**config.mk**
```make
export PLATFORM = sky130hd
export DESIGN_NAME = hbs_sequencer
export DESIGN_NICKNAME = d
export VERILOG_FILES = /design/src/design/hbs_pkg.sv /design/src/design/hbs_sequencer.sv
export SDC_FILE = /design/constraint.sdc
export NUM_CORES = 1
export LEC_CHECK = 0
export ABC_AREA = 1
export CAP_MARGIN = 20
export CORE_MARGIN = 1
export CORE_UTILIZATION = 55
export DETAILED_ROUTE_END_ITERATION = 6
export DONT_BUFFER_PORTS = 1
export PLACE_DENSITY = 0.7
export SETUP_SLACK_MARGIN = 0.1
export SYNTH_ARGS = -nofsm -noshare
export SYNTH_HDL_FRONTEND = slang
export SYNTH_SLANG_ARGS = --single-unit
export TNS_END_PERCENT = 100
```
**constraint.sdc**
```tcl
create_clock -name MCLK -period 3.4 [get_ports MCLK]
set_clock_uncertainty 0.2 [all_clocks]
set_input_delay 0.68 -clock MCLK [delete_from_list [all_inputs] [get_ports MCLK]]
set_output_delay 0.68 -clock MCLK [all_outputs]
set_load 0.01 [all_outputs]
```
**src/design/hbs_pkg.sv**
```systemverilog
`default_nettype none
// ----------------------------------------------------------------------
// Shared constants for the holding brake sequencer
// ----------------------------------------------------------------------
package hbs_pkg;
    // Width of the delay settings and of the speed words
    localparam int HBS_DLY_W = 16;
    localparam int HBS_SPD_W = 16;
    // Milliseconds per delay unit, clock rate in MHz
    localparam int HBS_TICK_MS = 1;
    localparam int HBS_CLK_MHZ = 125;
    // Clock cycles per delay unit, derived from the two figures above
    localparam int HBS_TICK_CYC = HBS_TICK_MS * HBS_CLK_MHZ * 1000;
    // Reset value of the tick prescaler
    localparam logic [16:0] HBS_PRE_ZERO = 17'h00000;
    localparam logic [16:0] HBS_PRE_ONE = 17'h00001;
    localparam logic [15:0] HBS_CNT_ZERO = 16'h0000;
    localparam logic [15:0] HBS_CNT_ONE = 16'h0001;

    // Sequencer states
    typedef enum logic [1:0] {
        HBS_ENGAGED  = 2'b00,
        HBS_ON_WAIT  = 2'b01,
        HBS_RELEASED = 2'b10,
        HBS_OFF_WAIT = 2'b11
    } hbs_state_e;
endpackage : hbs_pkg
`default_nettype wire

```
**src/design/hbs_sequencer.sv**
```systemverilog
`default_nettype none
// Behaviour
// A low output means the brake holds the motor, high means released.
// Separate on and off delay settings time release and engage.
// After servo off the output drops when the off delay ends, any speed.
// After servo off the output drops early once speed is below threshold.
// Without a stop, the brake engages only after servo off, never while driven.
// An emergency stop drops the output at once and holds it low.
// After servo on the output rises once the on delay has run out.
module hbs_sequencer
    import hbs_pkg::*;
#(
    parameter int TICK_CYC = HBS_TICK_CYC
)(
    input wire logic MCLK,
    input wire logic RST_N,
    input wire logic SERVO_ON_IN,
    input wire logic ESTOP_IN,
    input wire logic [HBS_DLY_W-1:0] BRAKE_ON_DELAY_PARAM,
    input wire logic [HBS_DLY_W-1:0] BRAKE_OFF_DELAY_PARAM,
    input wire logic [HBS_SPD_W-1:0] ZERO_SPEED_THRESHOLD_PARAM,
    input wire logic [HBS_SPD_W-1:0] MOTOR_SPEED,
    output logic BRAKE_RELEASE_OUT
);

    // ------------------------------------------------------------------
    // Pin synchronisers
    // ------------------------------------------------------------------
    logic son_meta, son_sync, stop_meta, stop_sync;

    // Servo-on and stop come from pins, so each passes two flops
    always_ff @(posedge MCLK)
    begin
        son_meta <= RST_N ? SERVO_ON_IN : 1'b0;
        son_sync <= RST_N ? son_meta : 1'b0;
        stop_meta <= RST_N ? ESTOP_IN : 1'b1;
        stop_sync <= RST_N ? stop_meta : 1'b1;
    end

    // ------------------------------------------------------------------
    // Delay timebase and counter
    // ------------------------------------------------------------------
    hbs_state_e state, next_state;
    logic [16:0] pre;
    logic [HBS_DLY_W-1:0] cnt;
    wire tick = (pre == 17'(TICK_CYC - 1));
    wire entering_wait = (next_state != state) &&
        (next_state == HBS_ON_WAIT || next_state == HBS_OFF_WAIT);
    wire [HBS_DLY_W-1:0] load_val =
        (next_state == HBS_ON_WAIT) ? BRAKE_ON_DELAY_PARAM
                                    : BRAKE_OFF_DELAY_PARAM;
    wire expired = (cnt == HBS_CNT_ZERO);
    wire slow = (MOTOR_SPEED < ZERO_SPEED_THRESHOLD_PARAM);

    // Prescaler restarts on each new wait so a delay is never short
    always_ff @(posedge MCLK)
    begin
        if (!RST_N || entering_wait || tick)
            pre <= HBS_PRE_ZERO;
        else
            pre <= pre + HBS_PRE_ONE;
    end

    // Counts delay units down; a zero setting means no wait
    always_ff @(posedge MCLK)
    begin
        if (!RST_N)
            cnt <= HBS_CNT_ZERO;
        else if (entering_wait)
            cnt <= load_val;
        else if (tick && !expired)
            cnt <= cnt - HBS_CNT_ONE;
    end

    // ------------------------------------------------------------------
    // Sequencer
    // ------------------------------------------------------------------
    // Stop outranks everything; servo off cancels a pending release
    always_comb
    begin
        next_state = state;
        unique case (state)
            HBS_ENGAGED:
                if (son_sync && !stop_sync)
                    next_state = HBS_ON_WAIT;
            HBS_ON_WAIT:
                if (stop_sync || !son_sync)
                    next_state = HBS_ENGAGED;
                else if (expired)
                    next_state = HBS_RELEASED;
            HBS_RELEASED:
                if (stop_sync)
                    next_state = HBS_ENGAGED;
                else if (!son_sync)
                    next_state = HBS_OFF_WAIT;
            // Servo back on wins over expiry, so the brake never drops
            // onto a motor that is being driven again
            HBS_OFF_WAIT:
                if (stop_sync)
                    next_state = HBS_ENGAGED;
                else if (son_sync)
                    next_state = HBS_RELEASED;
                else if (expired || slow)
                    next_state = HBS_ENGAGED;
        endcase
    end

    always_ff @(posedge MCLK)
    begin
        state <= RST_N ? next_state : HBS_ENGAGED;
    end

    // Output registered; only the released and off-wait states free it
    always_ff @(posedge MCLK)
    begin
        if (!RST_N)
            BRAKE_RELEASE_OUT <= 1'b0;
        else
            BRAKE_RELEASE_OUT <= (next_state == HBS_RELEASED) ||
                                 (next_state == HBS_OFF_WAIT);
    end

    // ------------------------------------------------------------------
    // Checks
    // ------------------------------------------------------------------
    property p_stop_engages;
        @(posedge MCLK) disable iff (!RST_N)
        stop_sync |=> !BRAKE_RELEASE_OUT;
    endproperty
    a_stop_engages: assert property (p_stop_engages)
        else $error("stop did not engage brake");

    property p_release_needs_son;
        @(posedge MCLK) disable iff (!RST_N)
        $rose(BRAKE_RELEASE_OUT) |-> $past(son_sync);
    endproperty
    a_release_needs_son: assert property (p_release_needs_son)
        else $error("release without servo on");

    property p_engage_after_off;
        @(posedge MCLK) disable iff (!RST_N)
        $fell(BRAKE_RELEASE_OUT) |-> $past(!son_sync || stop_sync);
    endproperty
    a_engage_after_off: assert property (p_engage_after_off)
        else $error("brake engaged while servo on");

    property p_slow_drops;
        @(posedge MCLK) disable iff (!RST_N)
        (state == HBS_OFF_WAIT && slow && !son_sync) |=> !BRAKE_RELEASE_OUT;
    endproperty
    a_slow_drops: assert property (p_slow_drops)
        else $error("slow motor did not engage brake");

    property p_expiry_drops;
        @(posedge MCLK) disable iff (!RST_N)
        (state == HBS_OFF_WAIT && expired && !son_sync)
            |=> !BRAKE_RELEASE_OUT;
    endproperty
    a_expiry_drops: assert property (p_expiry_drops)
        else $error("off delay expiry did not engage brake");

    property p_on_expiry;
        @(posedge MCLK) disable iff (!RST_N)
        (state == HBS_ON_WAIT && expired && son_sync && !stop_sync)
            |=> BRAKE_RELEASE_OUT;
    endproperty
    a_on_expiry: assert property (p_on_expiry)
        else $error("on delay expiry did not release brake");

    property p_out_state;
        @(posedge MCLK) disable iff (!RST_N)
        BRAKE_RELEASE_OUT == (state == HBS_RELEASED ||
                              state == HBS_OFF_WAIT);
    endproperty
    a_out_state: assert property (p_out_state)
        else $error("output disagrees with state");

    // ------------------------------------------------------------------
    // Checks on waits, cancels and the stop lock
    // ------------------------------------------------------------------
    property p_on_holds;
        @(posedge MCLK) disable iff (!RST_N)
        (state == HBS_ON_WAIT && !expired) |=> !BRAKE_RELEASE_OUT;
    endproperty
    a_on_holds: assert property (p_on_holds)
        else $error("brake released before on delay ran out");

    property p_on_wait_cancel;
        @(posedge MCLK) disable iff (!RST_N)
        (state == HBS_ON_WAIT && (!son_sync || stop_sync))
            |=> (state == HBS_ENGAGED && !BRAKE_RELEASE_OUT);
    endproperty
    a_on_wait_cancel: assert property (p_on_wait_cancel)
        else $error("pending release not cancelled");

    property p_resume;
        @(posedge MCLK) disable iff (!RST_N)
        (state == HBS_OFF_WAIT && son_sync && !stop_sync)
            |=> (state == HBS_RELEASED && BRAKE_RELEASE_OUT);
    endproperty
    a_resume: assert property (p_resume)
        else $error("servo on during off wait did not resume");

    property p_fast_holds;
        @(posedge MCLK) disable iff (!RST_N)
        (state == HBS_OFF_WAIT && !expired && !slow && !son_sync &&
         !stop_sync) |=> BRAKE_RELEASE_OUT;
    endproperty
    a_fast_holds: assert property (p_fast_holds)
        else $error("brake engaged before off delay ran out");

    property p_stop_stays;
        @(posedge MCLK) disable iff (!RST_N)
        (state == HBS_ENGAGED && stop_sync) |=> state == HBS_ENGAGED;
    endproperty
    a_stop_stays: assert property (p_stop_stays)
        else $error("sequencer left engaged during stop");

    // Delay word is captured as the wait starts, later edits wait a turn
    property p_load_delay;
        @(posedge MCLK) disable iff (!RST_N)
        entering_wait |=> cnt == $past(load_val);
    endproperty
    a_load_delay: assert property (p_load_delay)
        else $error("delay setting not loaded");

endmodule // hbs_sequencer
`default_nettype wire

```
==> results of run 1 <==
power groups by stage:
stage | Combinational (mW) | Clock [mW] | Sequential (mW)
2_1_floorplan | 0.159 | 0 | 0.496
3_3_place_gp | 0.177 | 0 | 0.497
3_5_place_dp | 0.180 | 0 | 0.497
4_1_cts | 0.181 | 0.411 | 0.487
5_1_grt | 0.212 | 0.433 | 0.488
6_report | 0.180 | 0.405 | 0.487
placed cells by master (no fill, tap or decap), drive strengths merged:
cell    Yosys  layout
a21oi      11      11
clkinv      0       2
bufinv      0       1
o211ai      1       1
o21ai      17      17
xnor2       1       1
nand4      20      20
o21a        1       1
clkbuf      4       5
nor2       44      44
a31oi       4       4
nor3b       4       4
ha         17      17
o31ai       1       1
xor2       17      17
and3        1       1
buf         8       2
nand2     105     105
inv       120     120
nor4        2       2
dfxtp      40      40
nand3      48      48
or2         4       4
nor3       10      10
per-stage QoR:
stage | hold WS, ns | area, µm²
after floorplan | 0.190 | 3100
after global placement | 0.195 | 3120
after detailed placement | 0.205 | 3120
after CTS | 0.220 | 3240
after global routing | 0.229 | 3240
final | 0.211 | 3240
final cells by class:
type                            instances  area, µm²
Clock buffer                            5       68.8
Clock inverter                          3       47.5
Fill cell                             506       2030
Inverter                              120        450
Multi-Input combinational cell        308       1770
Sequential cell                        40        801
Tap cell                               70       87.6
Timing Repair Buffer                    2       15.0
flip-flops by register name, indices dropped and copies added (netlist names):
| signal | flops |
|---|---|
| state | 2 |
| pre | 17 |
| stop_meta | 1 |
| son_meta | 1 |
| stop_sync | 1 |
| BRAKE_RELEASE_OUT | 1 |
| cnt | 16 |
| son_sync | 1 |
per-layer routing:
metal,up-vias,global-route usage,routed length (µm)
li1,1478,-,-
met1,1168,0.285,3000
met2,71,0.349,2600
met3,5,0.0405,369
met4,0,0.0660,52
met5,-,0,0
worst min-delay path by stage:
stage	endpoint	slack, ns	cells past startpoint
floorplan	son_sync	0.19	2
global placement	son_sync	0.20	2
detailed placement	stop_sync	0.21	1
CTS	stop_sync	0.22	1
global route	stop_sync	0.23	1
finish	stop_sync	0.21	1
logic make-up after synthesis:
family                   Yosys count  synth area share
AO/OA/AOI/OAI                     35            0.0713
XOR/XNOR                          18            0.0508
adder cells (fa/ha/maj)           17            0.0685
buffers and inverters            132             0.173
flip-flops                        40             0.258
AND/OR/NAND/NOR                  238             0.378
==> impl_results.md, run 1 <==
* Status: finished clean
* Gates resized, CTS repair at 0
* Comb power frac at 0.168
* Final Setup Violations at 0
* YS warnings at 0
* Initial antenna violation count at 0
* Final #Nets at 562
* Largest stage delay, worst path at 0.32 ns
* Grt total ovfl at 0
* Starting Density at 0.589
* Via count at 2722
* Core ar. at 0.00527 mm²
* Worst Setup EP: cnt[14]
* Most used DFF post-synth: dfxtp_1
* Largest net degree at the start of global routing at 29
* Hold path startpoint: stop_meta
* Period utilisation layout at 0.766
* Seq/Total Area, Yosys at 0.258
* Clock buffer depth at 2
* Hold Fails Final Rpt at 0
* Worst skew pair latency at 0.30 ns
* Pint at 0.771 mW
* Slew HR at 0.580
* Die W at 77.1 µm
* RSZ-0062 raised after global routing: false
* FFs w/ async S/R, synth at 0
* Drt drc at 0
* CP max stage cell: dfxtp_1
* CTS H-Tree Depth at 2
* First-pass GRT wire length at 10400 µm
* Routability cong. at 0.853
* DP Worst Slack at 0.497 ns
* Reg2Reg Launch Point: cnt[0]
* Clock sinks at 40
* Net Switching at 0.301 mW
* Fin cells at 548
* Worst-path cell chain: inv_1 -> ha_1 -> nand2_1 -> nor2_2 -> nand4_4 -> a31oi_2 -> nand2_4 -> nand2_4 -> inv_2 -> nand2_8 -> nand2_4 -> o21ai_0 -> nor2_1
* IO Count at 69
* Synthesized area at 0.00310 mm²
* Critical Path End Type: flip-flop
* Synth top area cells: dfxtp_1 (26%), inv_1 (14%), nand2_1 (12%), nand3_1 (7.4%), ha_1 (6.9%)
* DR WL/cell at 11.0 µm
* CP startpoint: cnt[0]
* Placed instance count at 540
* Clk slew on worst S/H paths at 0.09 ns
* CP dominant cell by count: nand2_4
* Fraction of layout cells with a size suffix above 1 at 0.0858
* Final min period at 2.60 ns
* CTS Root Cell: clkbuf_8
* Synth area leader: dfxtp_1
* Max cap viols at 0
* Hold Path Class: flip-flop to flip-flop
* Top cell type's share of synthesized area at 0.258
* Hold buffer count at CTS at 0
* Syn avg cell area at 6.47 µm²
* HPWL reported at the end of detailed placement at 4580 µm
* Maximum clock rate at 384 MHz
* Total wire length at 6020 µm
* R2r setup slk at 0.80 ns
* Data arrival time of the worst path at 2.59 ns
* Slew @ Worst Pin at 0.629 ns
* Port bufs at 0
* Worst Path Buf+Inv at 2
* Vias per Instance at 4.97
* Diodes inserted at 0
* Final Core Density at 0.614
* Worst-path maximum fanout at 28
* Startpoint Class: flip-flop
* Design Power at 1.07 mW
* Total die area at 0.00595 mm²
* Slew Viols, Final at 0
* Required time of the critical path at 3.39 ns
* Post-synth top cells: inv_1 (115), nand2_1 (98), nand3_1 (46)
* Drt pass-1 iters at 4
* GRT Total Usage at 0.214
* Die height at 77.1 µm
* Post-route ant nets at 0
* Crit path max-delay family: simple AND/OR/NAND/NOR gates
* Leakage Power at 1.80 nW
* Number of synthesized flops with an enable pin at 0
* Clock Power Share at 0.378
* Syn Inst Count at 480
* Reg2reg end: cnt[14]
* #FFs+latches synth at 40
* Post-CTS setup buffer count at 0
* CTS Buf Count at 5
* Switching Fraction at 0.280
* CTS tree: yes
* Count leader, synth: inv_1
* Crit path depth at 13
* Syn nets at 565
* Rows at 26
* Critical path type: flip-flop to flip-flop
* Number of global-route vias before repair at 2460
* Reg power frac at 0.454
* Netlist cell types at 39
* Layout Area Growth over Synthesis at 4.27%
* Worst Reg-to-Reg Cells at 13
* Peak supply drop at 0.304 mV
* Final setup margin at 0.795 ns
* Setup TNS at 0 ns
* PwrDens at 331 mW/mm²
* Starting DRT DRC Count at 137
(Power assumes the default switching activity.)
==> run 2, diff against run 1 <==
--- a/config.mk
+++ b/config.mk
@@ -5,13 +5,13 @@
 export SDC_FILE = /design/constraint.sdc
 export NUM_CORES = 1
 export LEC_CHECK = 0
-export ABC_AREA = 1
+export ABC_AREA = 0
 export CAP_MARGIN = 20
 export CORE_MARGIN = 1
 export CORE_UTILIZATION = 55
 export DETAILED_ROUTE_END_ITERATION = 6
 export DONT_BUFFER_PORTS = 1
-export PLACE_DENSITY = 0.7
+export PLACE_DENSITY = 0.73
 export SETUP_SLACK_MARGIN = 0.1
 export SYNTH_ARGS = -nofsm -noshare
 export SYNTH_HDL_FRONTEND = slang
==> constraint.sdc (replaced) <==
create_clock -name MCLK -period 2.2 [get_ports MCLK]
set_clock_uncertainty 0.2 [all_clocks]
set_input_delay 0.44 -clock MCLK [delete_from_list [all_inputs] [get_ports MCLK]]
set_output_delay 0.44 -clock MCLK [all_outputs]
set_load 0.01 [all_outputs]
==> impl_results.md, run 2 <==
* Status: finished clean
* Die W at 69.7 µm
* Design Power at 1.41 mW
* Xor and xnor area share after synthesis at 0.0870
* Placed instance area at 0.00277 mm²
* HPWL reported at the end of detailed placement at 3980 µm
* Largest regs: pre x17, cnt x16, state x2
* Slew Viols, Final at 0
* Slew @ Worst Pin at 0.616 ns
* PwrDens at 456 mW/mm²
* Data arrival time of the worst path at 2.14 ns
* DR WL/cell at 15.5 µm
* CTS H-Tree Depth at 2
* Initial antenna violation count at 0
* Grt total ovfl at 0
* Critical path type: flip-flop to flip-flop
* Post-synthesis simple-gate area fraction at 0.254
* Starting Density at 0.574
* Total wire length at 5930 µm
* Top cell type's share of synthesized area at 0.318
* Syn nets at 381
* Placed instance count at 364
* Number of flip-flops in the largest register at 17
* Starting DRT DRC Count at 119
* Most used DFF post-synth: dfxtp_1
* Worst-path maximum fanout at 5
* Finished Cell Area at 0.00310 mm²
* Post-Synth Adder-Cell Area at 0.0845
* CTS Buf Count at 5
* Fraction of layout cells with a size suffix above 1 at 0.275
* Count leader, synth: dfxtp_1
* Fin cells at 383
* CP max stage cell: dfxtp_1
* Largest family of logic cells by synthesized area: simple AND/OR/NAND/NOR gates
* YS warnings at 0
* Drt drc at 0
* Maximum clock rate at 457 MHz
* Clock sinks at 40
* Net Switching at 0.338 mW
* Final Setup Violations at 0
* Post-route ant nets at 0
* Comb power frac at 0.118
* Hold Path Class: input port to flip-flop
* Netlist cell types at 49
* Number of global-route vias before repair at 1971
* Core ar. at 0.00438 mm²
* Startpoint Class: flip-flop
* Switching Fraction at 0.240
* Layout Area Growth over Synthesis at 23.0%
* Rows at 24
* Worst skew pair latency at 0.29 ns
* Reg power frac at 0.528
* Hold Fails Final Rpt at 0
* Clk slew on worst S/H paths at 0.07 ns
* Number of synthesized flops with an enable pin at 0
* Leakage Power at 1.30 nW
* Worst-path cell chain: nor4_2 -> and4_4 -> a31o_4 -> buf_12 -> mux2_4 -> o21ai_2 -> a21oi_2
* CTS Root Cell: clkbuf_8
* Syn Inst Count at 296
* Max cap viols at 0
* FFs w/ async S/R, synth at 0
* Period utilisation layout at 0.995
* Die height at 69.7 µm
* Post-synthesis mux area share at 0.0696
* Drt pass-1 iters at 4
* Total die area at 0.00485 mm²
* Register area at 812 µm²
* Synth area leader: dfxtp_1
* IO Count at 69
* Port bufs at 0
* Synth top area cells: dfxtp_1 (32%), ha_1 (8.4%), xor2_1 (4.5%), o21ai_0 (4.2%), xnor2_1 (4.2%)
* Seq/Total Area, Yosys at 0.318
* Diodes inserted at 0
* Largest stage delay, worst path at 0.33 ns
* RSZ-0062 raised after global routing: true
* Required time of the critical path at 2.15 ns
* Final #Nets at 415
* Synth Area in Compound Gates at 0.127
* #FFs+latches synth at 40
* Most frequent cells in the layout: dfxtp_1 (33), buf_4 (33), nor2_1 (20), nand2_1 (19), inv_1 (18)
* CTS tree: yes
* Biggest register: pre
* Synthesized area at 0.00252 mm²
* Final min period at 2.19 ns
* GRT Total Usage at 0.239
* Multi-input logic area at 0.00172 mm²
* Largest net degree at the start of global routing at 23
* Syn avg cell area at 8.50 µm²
* Critical Path End Type: flip-flop
* Worst hold slack at 0.0260 ns
* Routability cong. at 0.907
* First-pass GRT wire length at 9370 µm
* Peak supply drop at 0.407 mV
* Via count at 2246
* Clock buffer depth at 2
* Slew HR at 0.589
* FILL cells at 332
* Pint at 1.07 mW
* Post-synth top cells: dfxtp_1 (40), nor2_1 (22), o21ai_0 (21)
* Clock Power Share at 0.354
* Vias per Instance at 5.86
[run 2: cell types whose count changed in the layout (fill, tap and decap cells not counted), moves of 7 or more]
cell	previous run	this run
a21oi_1	10	17
buf_4	2	33
dfxtp_1	40	33
inv_1	115	18
mux2_2	0	7
nand2_1	98	19
nand3_1	46	13
nand4_1	19	8
nor2_1	38	20
xnor2_1	1	12
[run 2: power by group through the flow]
stage,Clock (mW),Sequential (mW),Combinational (mW)
5_1_grt,0.544,0.747,0.188
6_report,0.500,0.746,0.166
4_1_cts,0.509,0.746,0.156
3_5_place_dp,0,0.763,0.149
3_3_place_gp,0,0.763,0.145
2_1_floorplan,0,0.763,0.118
[run 2: final timing paths]
check	slack, ns	to	startpoint	cells after the start
worst max-delay path	0.01	cnt[3]	cnt[9]	7
worst max register to register	0.01	cnt[3]	cnt[9]	7
worst min-delay path	0.03	stop_sync	RST_N	1
worst min register to register	0.22	stop_sync	stop_meta	1
[run 2: per-layer routing]
| metal | up-vias | share of wire | track usage |
|---|---|---|---|
| met4 | 0 | 0.015 | 0.0533 |
| li1 | 1136 | - | - |
| met3 | 11 | 0.061 | 0.0596 |
| met1 | 1016 | 0.46 | 0.324 |
| met5 | - | 0 | 0 |
| met2 | 83 | 0.47 | 0.385 |
[run 2: area by class of cell]
type | instances | share of cell area
Multi-Input combinational cell | 225 | 0.555
Sequential cell | 40 | 0.262
Timing Repair Buffer | 38 | 0.108
Clock buffer | 8 | 0.0291
Inverter | 20 | 0.0243
Tap cell | 52 | 0.0210
[run 2: kinds of logic after synthesis]
| kind of cell | count (synthesis) |
|---|---|
| buffers and inverters | 32 |
| and+or+nand+nor | 110 |
| adders and majority gates | 17 |
| muxes | 16 |
| AOI/OAI and AO/OA | 56 |
| xor gates and xnor gates | 25 |
| DFF | 40 |
[run 2: metrics by stage]
step	worst slack, ns	utilization	setup TNS, ns
after floorplan	0.0533	-	0
after global placement	0.0511	0.632	0
after detailed placement	-0.0152	0.632	-0.0152
after CTS	0.0825	0.677	0
after global routing	-0.0539	0.706	-0.189
final	0.0117	0.706	0
[run 2: timing repair]
item / in CTS / in global routing
hold buffers: 0 / 0
resized for setup: 9 / 25
endpoints found under the setup margin: 13 / 19
setup buffers: 4 / 6
pin swaps: 5 / 17
gates cloned: 2 / 0
[run 2: worst max-delay path, delay by kind of cell, from the launching register on]
kind	cells	cell delay, ns
muxes	1	0.30
and+or+nand+nor	2	0.65
AOI/OAI and AO/OA	3	0.43
DFF	1	0.33
buffers and inverters	1	0.13
